$ cat src/hdl/dtc_pkg.sv
package dtc_pkg;
    // Register byte offsets on the APB slave
    localparam logic [7:0] OFF_MODE     = 8'h00;   // timer_mode_select
    localparam logic [7:0] OFF_CTRL     = 8'h04;   // timer_run_flag_control
    localparam logic [7:0] OFF_CNT0     = 8'h08;   // high_byte_first:low_byte_first
    localparam logic [7:0] OFF_CNT1     = 8'h0C;   // high_byte_second:low_byte_second
    localparam logic [7:0] OFF_IRQ_STAT = 8'h10;   // Sticky events, cleared on read
    localparam logic [7:0] OFF_IRQ_MASK = 8'h14;   // Interrupt enables

    // Mode register field positions (second unit high nibble, first unit low)
    localparam int MODE_GATE_SECOND = 7;
    localparam int MODE_SRC_SECOND  = 6;
    localparam int MODE_FLD_SECOND  = 4;           // Bits 5:4
    localparam int MODE_GATE_FIRST  = 3;
    localparam int MODE_SRC_FIRST   = 2;
    localparam int MODE_FLD_FIRST   = 0;           // Bits 1:0

    // Control register field positions
    localparam int CTRL_OVF_SECOND = 7;
    localparam int CTRL_RUN_SECOND = 6;
    localparam int CTRL_OVF_FIRST  = 5;
    localparam int CTRL_RUN_FIRST  = 4;

    // Interrupt status and mask bit positions
    localparam int IRQ_OVF_FIRST  = 0;
    localparam int IRQ_OVF_SECOND = 1;

    // Mode field encodings
    localparam logic [1:0] MODE_13BIT = 2'h0;
    localparam logic [1:0] MODE_16BIT = 2'h1;
    localparam logic [1:0] MODE_RLD8  = 2'h2;
    localparam logic [1:0] MODE_SPLIT = 2'h3;

    // Reset values
    localparam logic [7:0]  RST_MODE = 8'h00;
    localparam logic [15:0] RST_CNT  = 16'h0000;
    localparam logic [1:0]  RST_IRQ  = 2'h0;

    // One machine cycle in processor clock periods
    localparam int MCYC_CLKS = 12;
endpackage : dtc_pkg

$ cat src/hdl/dtc_mcyc.sv
// Machine-cycle strobe: one pulse every MCYC_CLKS processor clocks
module dtc_mcyc
    import dtc_pkg::*;
(
    input  wire logic i_clk,
    input  wire logic i_srst,
    output logic      o_tick
);
    logic [3:0] div_q;    // Clock count within a machine cycle
    logic       tick_q;   // Registered strobe

    // Divide the processor clock by twelve
    always_ff @(posedge i_clk) begin
        if (i_srst) begin
            div_q  <= 4'h0;
            tick_q <= 1'b0;
        end else if (div_q == 4'(MCYC_CLKS - 1)) begin
            div_q  <= 4'h0;
            tick_q <= 1'b1;   // RULE2
        end else begin
            div_q  <= div_q + 4'h1;
            tick_q <= 1'b0;
        end
    end

    assign o_tick = tick_q;
endmodule : dtc_mcyc

$ cat src/hdl/dtc_pin_sync.sv
// Pin synchroniser with agreement filter and machine-cycle fall detector
module dtc_pin_sync (
    input  wire logic i_clk,
    input  wire logic i_srst,
    input  wire logic i_pin,
    input  wire logic i_tick,
    output logic      o_level,
    output logic      o_fall
);
    logic s1_q, s2_q, s3_q;   // Synchroniser chain, idle high
    logic lvl_q;              // Level accepted once stages two and three agree
    logic samp_q;             // Level sampled at the previous machine cycle
    logic fall_q;             // One-clock pulse per accepted falling edge

    // Three-stage capture; stage one feeds only stage two
    always_ff @(posedge i_clk) begin
        if (i_srst) begin
            s1_q <= 1'b1;
            s2_q <= 1'b1;
            s3_q <= 1'b1;
        end else begin
            s1_q <= i_pin;
            s2_q <= s1_q;
            s3_q <= s2_q;
        end
    end

    // Accept a change only when two stages agree
    always_ff @(posedge i_clk) begin
        if (i_srst) begin
            lvl_q <= 1'b1;
        end else if (s2_q == s3_q) begin
            lvl_q <= s3_q;
        end
    end

    // Sample once per machine cycle; a fall needs a high sample then a low one,
    // so recognition spans two machine cycles and caps the count rate
    always_ff @(posedge i_clk) begin
        if (i_srst) begin
            samp_q <= 1'b1;
            fall_q <= 1'b0;
        end else begin
            fall_q <= i_tick & samp_q & ~lvl_q;   // RULE4
            if (i_tick) begin
                samp_q <= lvl_q;
            end
        end
    end

    assign o_level = lvl_q;
    assign o_fall  = fall_q;
endmodule : dtc_pin_sync

$ cat src/hdl/dtc_timer.sv
// What this block does
// RULE1 - Two up-counters, each low and high byte
// RULE2 - Timer counts once per twelve clocks
// RULE3 - Counter counts falling edges of count input
// RULE4 - Edge recognition takes two machine cycles
// RULE5 - Count input stable one machine cycle
// RULE6 - Setting run bit starts counting
// RULE7 - Gate: count only while gate pin high
// RULE8 - Source bit picks counter or timer
// RULE9 - Two-bit field selects one of four modes
// RULE10 - 13-bit mode holds low byte top zero
// RULE11 - Auto-reload low byte from high byte
// RULE12 - Second unit in mode three halts
// RULE13 - First unit mode three: two 8-bit counters
// RULE14 - Split low byte: first controls, first flag
// RULE15 - Split high byte: second run, second flag
// RULE16 - Overflow flag set, software or service clears
// RULE17 - Clearing run bit stops counting
// RULE18 - No reload first with second 13/16-bit
// RULE19 - 13/16-bit overflow wraps and continues
//
// The APB interface to the registers and the placing of the registers were decided locally.
module dtc_timer
    import dtc_pkg::*;
(
    input  wire logic        i_clk,
    input  wire logic        i_srst,
    // APB slave
    input  wire logic        i_psel,
    input  wire logic        i_penable,
    input  wire logic        i_pwrite,
    input  wire logic [7:0]  i_paddr,
    input  wire logic [31:0] i_pwdata,
    output logic [31:0]      o_prdata,
    output logic             o_pready,
    output logic             o_pslverr,
    // Pins
    input  wire logic        i_count_input_first,
    input  wire logic        i_count_input_second,
    input  wire logic        i_gate_pin_first,
    input  wire logic        i_gate_pin_second,
    // Interrupt service acknowledge, one-clock pulses
    input  wire logic        i_svc_first,
    input  wire logic        i_svc_second,
    output logic             o_irq
);
    logic        tick;                     // Machine-cycle strobe
    logic        gate_lvl0, gate_lvl1;     // Filtered gate pin levels
    logic        fall0, fall1;             // Accepted count input falls
    logic [7:0]  mode_q;                   // timer_mode_select
    logic        run0_q, run1_q;           // Run bits
    logic        ovf0_q, ovf1_q;           // Overflow flags
    logic [7:0]  tl0_q, th0_q, tl1_q, th1_q; // Count bytes
    logic [1:0]  stat_q, mask_q;           // Interrupt status and mask
    logic        rdy_q, err_q;             // APB answer
    logic [31:0] rdata_q;                  // APB read data
    logic        acc, take, wr, rd;        // APB phase decode
    logic        wr_cnt0, wr_cnt1, wr_ctrl;
    logic [1:0]  md0, md1;                 // Mode fields
    logic        inc0, inc1, inc0h;        // Count enables
    logic [16:0] step0, step1;             // {overflow, high, low} after one count
    logic        ev_ovf0, ev_ovf1;         // Overflow events
    logic [31:0] rdata_d;                  // Read mux
    logic        hit;                      // Mapped address

    // One count step in the given mode; returns {overflow, high byte, low byte}
    function automatic logic [16:0] cnt_step(input logic [1:0] mode,
                                             input logic [7:0] tl,
                                             input logic [7:0] th);
        logic [13:0] c13;
        logic [16:0] c16;
        logic [8:0]  c8;
        c13 = {1'b0, th, tl[4:0]} + 14'h0001;
        c16 = {1'b0, th, tl} + 17'h0_0001;
        c8  = {1'b0, tl} + 9'h001;
        case (mode)
            MODE_13BIT: cnt_step = {c13[13], c13[12:5], 3'b000, c13[4:0]}; // RULE10
            MODE_16BIT: cnt_step = c16;                                    // RULE19
            MODE_RLD8:  cnt_step = {c8[8], th, c8[8] ? th : c8[7:0]};      // RULE11
            default:    cnt_step = {c8[8], th, c8[7:0]};                   // RULE13
        endcase
    endfunction : cnt_step

    // Machine-cycle time base
    dtc_mcyc u_mcyc (
        .i_clk  (i_clk),
        .i_srst (i_srst),
        .o_tick (tick)
    );

    // Count and gate pins all arrive from outside the clock domain
    dtc_pin_sync u_cnt0 (
        .i_clk (i_clk), .i_srst (i_srst), .i_pin (i_count_input_first),
        .i_tick (tick), .o_level (), .o_fall (fall0)
    );
    dtc_pin_sync u_cnt1 (
        .i_clk (i_clk), .i_srst (i_srst), .i_pin (i_count_input_second),
        .i_tick (tick), .o_level (), .o_fall (fall1)
    );
    dtc_pin_sync u_gate0 (
        .i_clk (i_clk), .i_srst (i_srst), .i_pin (i_gate_pin_first),
        .i_tick (tick), .o_level (gate_lvl0), .o_fall ()
    );
    dtc_pin_sync u_gate1 (
        .i_clk (i_clk), .i_srst (i_srst), .i_pin (i_gate_pin_second),
        .i_tick (tick), .o_level (gate_lvl1), .o_fall ()
    );

    // APB decode: one wait state so read data comes from a flop
    assign acc     = i_psel & i_penable;
    assign take    = acc & rdy_q;
    assign wr      = take & i_pwrite;
    assign rd      = take & ~i_pwrite;
    assign wr_cnt0 = wr & (i_paddr == OFF_CNT0);
    assign wr_cnt1 = wr & (i_paddr == OFF_CNT1);
    assign wr_ctrl = wr & (i_paddr == OFF_CTRL);

    assign md0 = mode_q[MODE_FLD_FIRST +: 2];
    assign md1 = mode_q[MODE_FLD_SECOND +: 2];

    // Count enables: run bit, optional gate, then tick or pin fall
    assign inc0 = run0_q                                                       // RULE6 RULE17
                & (~mode_q[MODE_GATE_FIRST] | gate_lvl0)                       // RULE7 RULE14
                & (mode_q[MODE_SRC_FIRST] ? fall0 : tick);                     // RULE8 RULE3
    // Split high byte of the first unit is a timer on the second run bit
    assign inc0h = (md0 == MODE_SPLIT) & run1_q & tick;                        // RULE15
    assign inc1 = run1_q & (md1 != MODE_SPLIT)                                 // RULE12
                & (~mode_q[MODE_GATE_SECOND] | gate_lvl1)                      // RULE7
                & (mode_q[MODE_SRC_SECOND] ? fall1 : tick);                    // RULE8 RULE3

    assign step0 = cnt_step(md0, tl0_q, th0_q);                                // RULE9
    assign step1 = cnt_step(md1, tl1_q, th1_q);                                // RULE9

    // In split mode the second flag belongs to the first unit's high byte
    assign ev_ovf0 = inc0 & step0[16] & ~wr_cnt0;                              // RULE14
    assign ev_ovf1 = (md0 == MODE_SPLIT) ? (inc0h & (th0_q == 8'hFF) & ~wr_cnt0) // RULE15
                                         : (inc1 & step1[16] & ~wr_cnt1);

    // Mode register; software keeps the illegal pairing out
    always_ff @(posedge i_clk) begin
        if (i_srst) begin
            mode_q <= RST_MODE;
        end else if (wr & (i_paddr == OFF_MODE)) begin
            mode_q <= i_pwdata[7:0];                                           // RULE18
        end
    end

    // Run bits follow software writes only
    always_ff @(posedge i_clk) begin
        if (i_srst) begin
            run0_q <= 1'b0;
            run1_q <= 1'b0;
        end else if (wr_ctrl) begin
            run0_q <= i_pwdata[CTRL_RUN_FIRST];                                // RULE6
            run1_q <= i_pwdata[CTRL_RUN_SECOND];                               // RULE17
        end
    end

    // Overflow flags: a hardware set wins over a write or service clear
    always_ff @(posedge i_clk) begin
        if (i_srst) begin
            ovf0_q <= 1'b0;
            ovf1_q <= 1'b0;
        end else begin
            if (ev_ovf0) begin
                ovf0_q <= 1'b1;                                                // RULE16
            end else if (i_svc_first) begin
                ovf0_q <= 1'b0;
            end else if (wr_ctrl) begin
                ovf0_q <= i_pwdata[CTRL_OVF_FIRST];
            end
            if (ev_ovf1) begin
                ovf1_q <= 1'b1;                                                // RULE16
            end else if (i_svc_second) begin
                ovf1_q <= 1'b0;
            end else if (wr_ctrl) begin
                ovf1_q <= i_pwdata[CTRL_OVF_SECOND];
            end
        end
    end

    // First unit count; a software load beats a count in the same cycle
    always_ff @(posedge i_clk) begin
        if (i_srst) begin
            {th0_q, tl0_q} <= RST_CNT;
        end else if (wr_cnt0) begin
            {th0_q, tl0_q} <= i_pwdata[15:0];
        end else begin
            if (inc0) begin
                tl0_q <= step0[7:0];                                           // RULE1 RULE14
                if (md0 != MODE_SPLIT) begin
                    th0_q <= step0[15:8];                                      // RULE19
                end
            end
            if (inc0h) begin
                th0_q <= th0_q + 8'h01;                                        // RULE13
            end
        end
    end

    // Second unit count; mode three leaves it frozen
    always_ff @(posedge i_clk) begin
        if (i_srst) begin
            {th1_q, tl1_q} <= RST_CNT;
        end else if (wr_cnt1) begin
            {th1_q, tl1_q} <= i_pwdata[15:0];
        end else if (inc1) begin
            {th1_q, tl1_q} <= step1[15:0];                                     // RULE1 RULE12
        end
    end

    // Interrupt mask
    always_ff @(posedge i_clk) begin
        if (i_srst) begin
            mask_q <= RST_IRQ;
        end else if (wr & (i_paddr == OFF_IRQ_MASK)) begin
            mask_q <= i_pwdata[1:0];
        end
    end

    // Sticky status, cleared by the read that returns it; new events survive
    always_ff @(posedge i_clk) begin
        if (i_srst) begin
            stat_q <= RST_IRQ;
        end else begin
            // Clear only what the read captured; a set after capture is not lost
            stat_q <= (stat_q & ~((rd & (i_paddr == OFF_IRQ_STAT)) ? rdata_q[1:0] : 2'b00))
                    | {ev_ovf1, ev_ovf0};
        end
    end

    assign o_irq = |(stat_q & mask_q);

    // Read mux; unmapped addresses read zero and flag an error
    always_comb begin
        rdata_d = 32'h0000_0000;
        hit     = 1'b1;
        case (i_paddr)
            OFF_MODE:     rdata_d[7:0] = mode_q;
            OFF_CTRL:     rdata_d[7:0] = {ovf1_q, run1_q, ovf0_q, run0_q, 4'h0};
            OFF_CNT0:     rdata_d[15:0] = {th0_q, tl0_q};
            OFF_CNT1:     rdata_d[15:0] = {th1_q, tl1_q};
            OFF_IRQ_STAT: rdata_d[1:0] = stat_q;
            OFF_IRQ_MASK: rdata_d[1:0] = mask_q;
            default:      hit = 1'b0;
        endcase
    end

    // Answer on the second access cycle with registered data
    always_ff @(posedge i_clk) begin
        if (i_srst) begin
            rdy_q   <= 1'b0;
            err_q   <= 1'b0;
            rdata_q <= 32'h0000_0000;
        end else begin
            rdy_q <= acc & ~rdy_q;
            if (acc & ~rdy_q) begin
                err_q   <= ~hit;
                rdata_q <= i_pwrite ? 32'h0000_0000 : rdata_d;
            end else begin
                err_q <= 1'b0;
            end
        end
    end

    assign o_pready  = rdy_q;
    assign o_pslverr = err_q;
    assign o_prdata  = rdata_q;
endmodule : dtc_timer

$ cat config.mk
export PLATFORM = sky130hd
export DESIGN_NAME = dtc_timer
export DESIGN_NICKNAME = d
export VERILOG_FILES = /design/src/hdl/dtc_pkg.sv /design/src/hdl/dtc_mcyc.sv /design/src/hdl/dtc_pin_sync.sv /design/src/hdl/dtc_timer.sv
export SDC_FILE = /design/constraint.sdc
export NUM_CORES = 1
export LEC_CHECK = 0
export BUFFER_PORTS_ARGS = -buffer_cell sky130_fd_sc_hd__buf_2
export CAP_MARGIN = 15
export CELL_PAD_IN_SITES_DETAIL_PLACEMENT = 1
export CELL_PAD_IN_SITES_GLOBAL_PLACEMENT = 1
export CORE_ASPECT_RATIO = 1.4
export CORE_UTILIZATION = 39
export CTS_BUF_LIST = sky130_fd_sc_hd__clkbuf_2 sky130_fd_sc_hd__clkbuf_4 sky130_fd_sc_hd__clkbuf_8
export DETAILED_ROUTE_END_ITERATION = 6
export HOLD_SLACK_MARGIN = 0.15
export MAX_ROUTING_LAYER = met4
export PLACE_DENSITY = 0.88
export SETUP_SLACK_MARGIN = 0.2
export SLEW_MARGIN = 20
export SYNTH_ARGS = -nofsm -noshare
export SYNTH_HDL_FRONTEND = slang
export SYNTH_SLANG_ARGS = --single-unit
$ cat constraint.sdc
create_clock -name i_clk -period 2.3 [get_ports i_clk]
set_clock_uncertainty 0.2 [all_clocks]
set_input_delay 0.115 -clock i_clk [delete_from_list [all_inputs] [get_ports i_clk]]
set_output_delay 0.115 -clock i_clk [all_outputs]
set_load 0.005 [all_outputs]
==> summary.txt <==
Clock network
  • CTS tree: built
  • Htree depth: 3
  • Clock slew at reported path FFs: 0.12 ns
  • CTS buffer count: 9
  • CTS sink cnt: 91
  • Max clock buf depth: 2
  • CTS root buffer: clkbuf_8
  • Skew-Pair Late Insertion Delay: roughly 0.38 ns

Pwr
  • Cell area power density: 457.7 nW/um^2
  • Leak Pwr: between 2 and 2.5 nW
  • Final Power: approximately 0.003 W
  • VDD IR max: 518.4 uV

Synth
  • Mapped Cells: 634
  • Yosys reg bits: between 90 and 100
  • Adder-Cell Fraction of Synth Area: 0.9775%
  • Mux cell area share after synthesis: 3.030%
  • Number of synthesized flops with an enable pin: 0
  • Synth Flop Type: dfxtp_1
  • Register area share after synthesis: 35.58%
  • Compound-cell area share of the yosys netlist: between 20% and 30%
  • Simple-Gate Fraction of Synth Area: 23.51%
  • Avg Cell Area, Syn: slightly above 8 sq um
  • XOR/XNOR share of the synthesized area: 2.224%
  • Fraction of registers with async set/reset: 0%
  • Largest family of logic cells by synthesized area: compound AO/OA/AOI/OAI gates
  • Post-synth cell types: 68
  • Mapped Area: a little over 5000 sq um
  • YS warnings: 0

Layout
  • Nets@finish: 808
  • Layout area overhead: 31.18%
  • Diode count: 0
  • Core Util, Final: 52.42%
  • Commonest non-fill, non-tap cell in the layout: dfxtp_1
  • Layout fillers: 1,534
  • Most frequent cells in the layout: dfxtp_1, buf_4, nand2_1, nor2_1, buf_2
  • Share of layout cells above drive strength 1: 27.57%

Timing
  • Slew margin rel.: roughly 34%
  • Final setup vio count: 2
  • Max-slew violations: 0
  • Final Hold Viols: 0
  • Max Freq: 0.3977 GHz
  • RSZ-0062 raised after global routing: true
  • Tmin final: 2.514 ns
  • Final WS setup: -0.2143 ns
  • Final critical-path share of the clock period: 109.3%
  • Actual slew at the worst max-slew pin: 0.9830 ns

Detailed routing
  • Final ANT Viol Nets: 0
  • DRC: 0
  • DR pass1 iterations: 7
  • WL final: 23.68 mm
  • Vias per Instance: approximately 6.7
  • Starting DRT DRC Count: 624
  • DR WL/cell: about 26 um
  • Via count: a little over 6,000

Setup path
  • WP data arrival: roughly 2.6 ns
  • Crit Path Max Fanout: 7
  • Critical Path RT: 2.33 ns
  • WS Path Type: in2reg
  • CP Capture Type: flip-flop
  • Startpoint Class: input port

Run status
  • Status: complete, but fails checks
  • Violated checks: negative setup slack

Placement
  • Buffers added on ports: 53
  • Gpl congestion: 0.9403
  • DP Wirelength: 14.44 mm

Floorplanning
  • I/O pin count: 86
  • Die width: roughly 100 um
  • Die area: 13,600 sq um
  • Die Y: 137.6 um
  • Num rows: 49
  • Initial core utilization: 39.96%
  • Core area: 12,810 sq um

Global routing
  • Initial antenna violation count: 0
  • Global-route wire length before repair: 32.84 mm
  • All-Layer GR Usage: 32.49%
  • Vias in the first global route: 6,065
  • Global route overflow: 0
  • Maximum number of pins on one net before global-route repair: 38

Job
  • MaxCap Viol Count: 0

Min path
  • Min-Delay Path Class: in2reg
[worst max-delay path, cell delays in order]
cell	delay (ns)
buf_2	0.13
dlygate4sd3_1	0.64
nor3_4	0.27
nand2_1	0.22
o41ai_1	0.93
a31oi_1	0.24
[kinds of logic after synthesis]
group           after synthesis
simple gates                234
buf+inv                      76
other cells                   1
mux                          15
xor+xnor                     13
fa+ha+maj                     4
flops                        91
compound gates              200
[synth_stat cells, drive strengths merged (11+ instances only)]
cell | n | area [sq um]
nor2 | 56 | 210.2
nor3 | 16 | 85.08
and3 | 14 | 87.58
or2 | 15 | 93.84
nand3 | 28 | 152.7
nand4 | 11 | 68.82
xnor2 | 12 | 105.1
dfxtp | 91 | 1822
mux2i | 11 | 110.1
nand2 | 58 | 217.7
a21oi | 45 | 225.2
buf | 25 | 158.9
clkbuf | 43 | 162.7
o21ai | 33 | 165.2
a211oi | 14 | 110.1
[what timing repair did]
action                                  CTS  global route
endpoints found under the setup margin   16            40
buffers inserted                          1            11
hold buffers                             37             0
pin swaps                                 0             7
gates resized for setup                  24            31
hold endpoints to repair                 65             0
[sequential cells by signal, summed over array words and instances (netlist names), 2 cells and up]
signal	cells
mask_q	2
mode_q	8
o_prdata	16
stat_q	2
th0_q	8
th1_q	8
tl0_q	8
tl1_q	8
u_mcyc.div_q	4
[per-layer routing]
layer	vias to the layer above	GRT usage (%)	wire length (um)
met5	-	-	0
met4	0	21.48	1661
met3	165	5.175	1712
met2	375	57.61	12000
met1	3004	33.25	8300
li1	2580	-	-
[worst paths after layout]
check / startpoint / endpoint / slack, ns / cells after the start
setup reg to reg: o_pready / tl1_q[0] / -0.03 / 5
hold reg to reg: u_gate1.s1_q / u_gate1.s2_q / 0.24 / 1
setup / recovery: i_paddr[3] / stat_q[1] / -0.21 / 6
hold / removal: i_paddr[7] / mode_q[0] / 0.23 / 5
[layout make-up]
class                           count  area [sq um]  share of cell area, %
Clock inverter                      7         95.09                  1.416
Tap cell                          153         191.4                  2.850
Clock buffer                        9         123.9                  1.844
Inverter                            8         30.03                 0.4471
Timing Repair Buffer              161          1189                  17.70
Sequential cell                    91          1851                  27.55
Multi-Input combinational cell    482          3237                  48.19
[power by group]
| part | total [W] | leakage (nW) | internal [W] | switching, W |
|---|---|---|---|---|
| clock network | 0.00126 | 0.104 | 0.000536 | 0.000724 |
| logic | 0.000221 | 1.59 | 0.0000905 | 0.000131 |
| registers | 0.00159 | 0.745 | 0.00158 | 0.00000905 |
| total | 0.00307 | 2.44 | 0.00221 | 0.000864 |
[through the flow]
stage / hold WS (ns) / cell area, sq um / std cells / setup WS (ns) / setup TNS [ns]
after floorplan: 0.01872 / 5214 / 649 / 0.1861 / 0
after global placement: 0.1025 / 5803 / 846 / 0.04019 / 0
after detailed placement: 0.1015 / 5803 / 846 / -0.04850 / -0.04850
after CTS: 0.1501 / 6510 / 900 / 0.1678 / 0
after global routing: 0.2509 / 6716 / 911 / -0.3147 / -0.4667
final: 0.2262 / 6716 / 911 / -0.2143 / -0.3375
No activity file was read; power rests on OpenSTA's default activity.
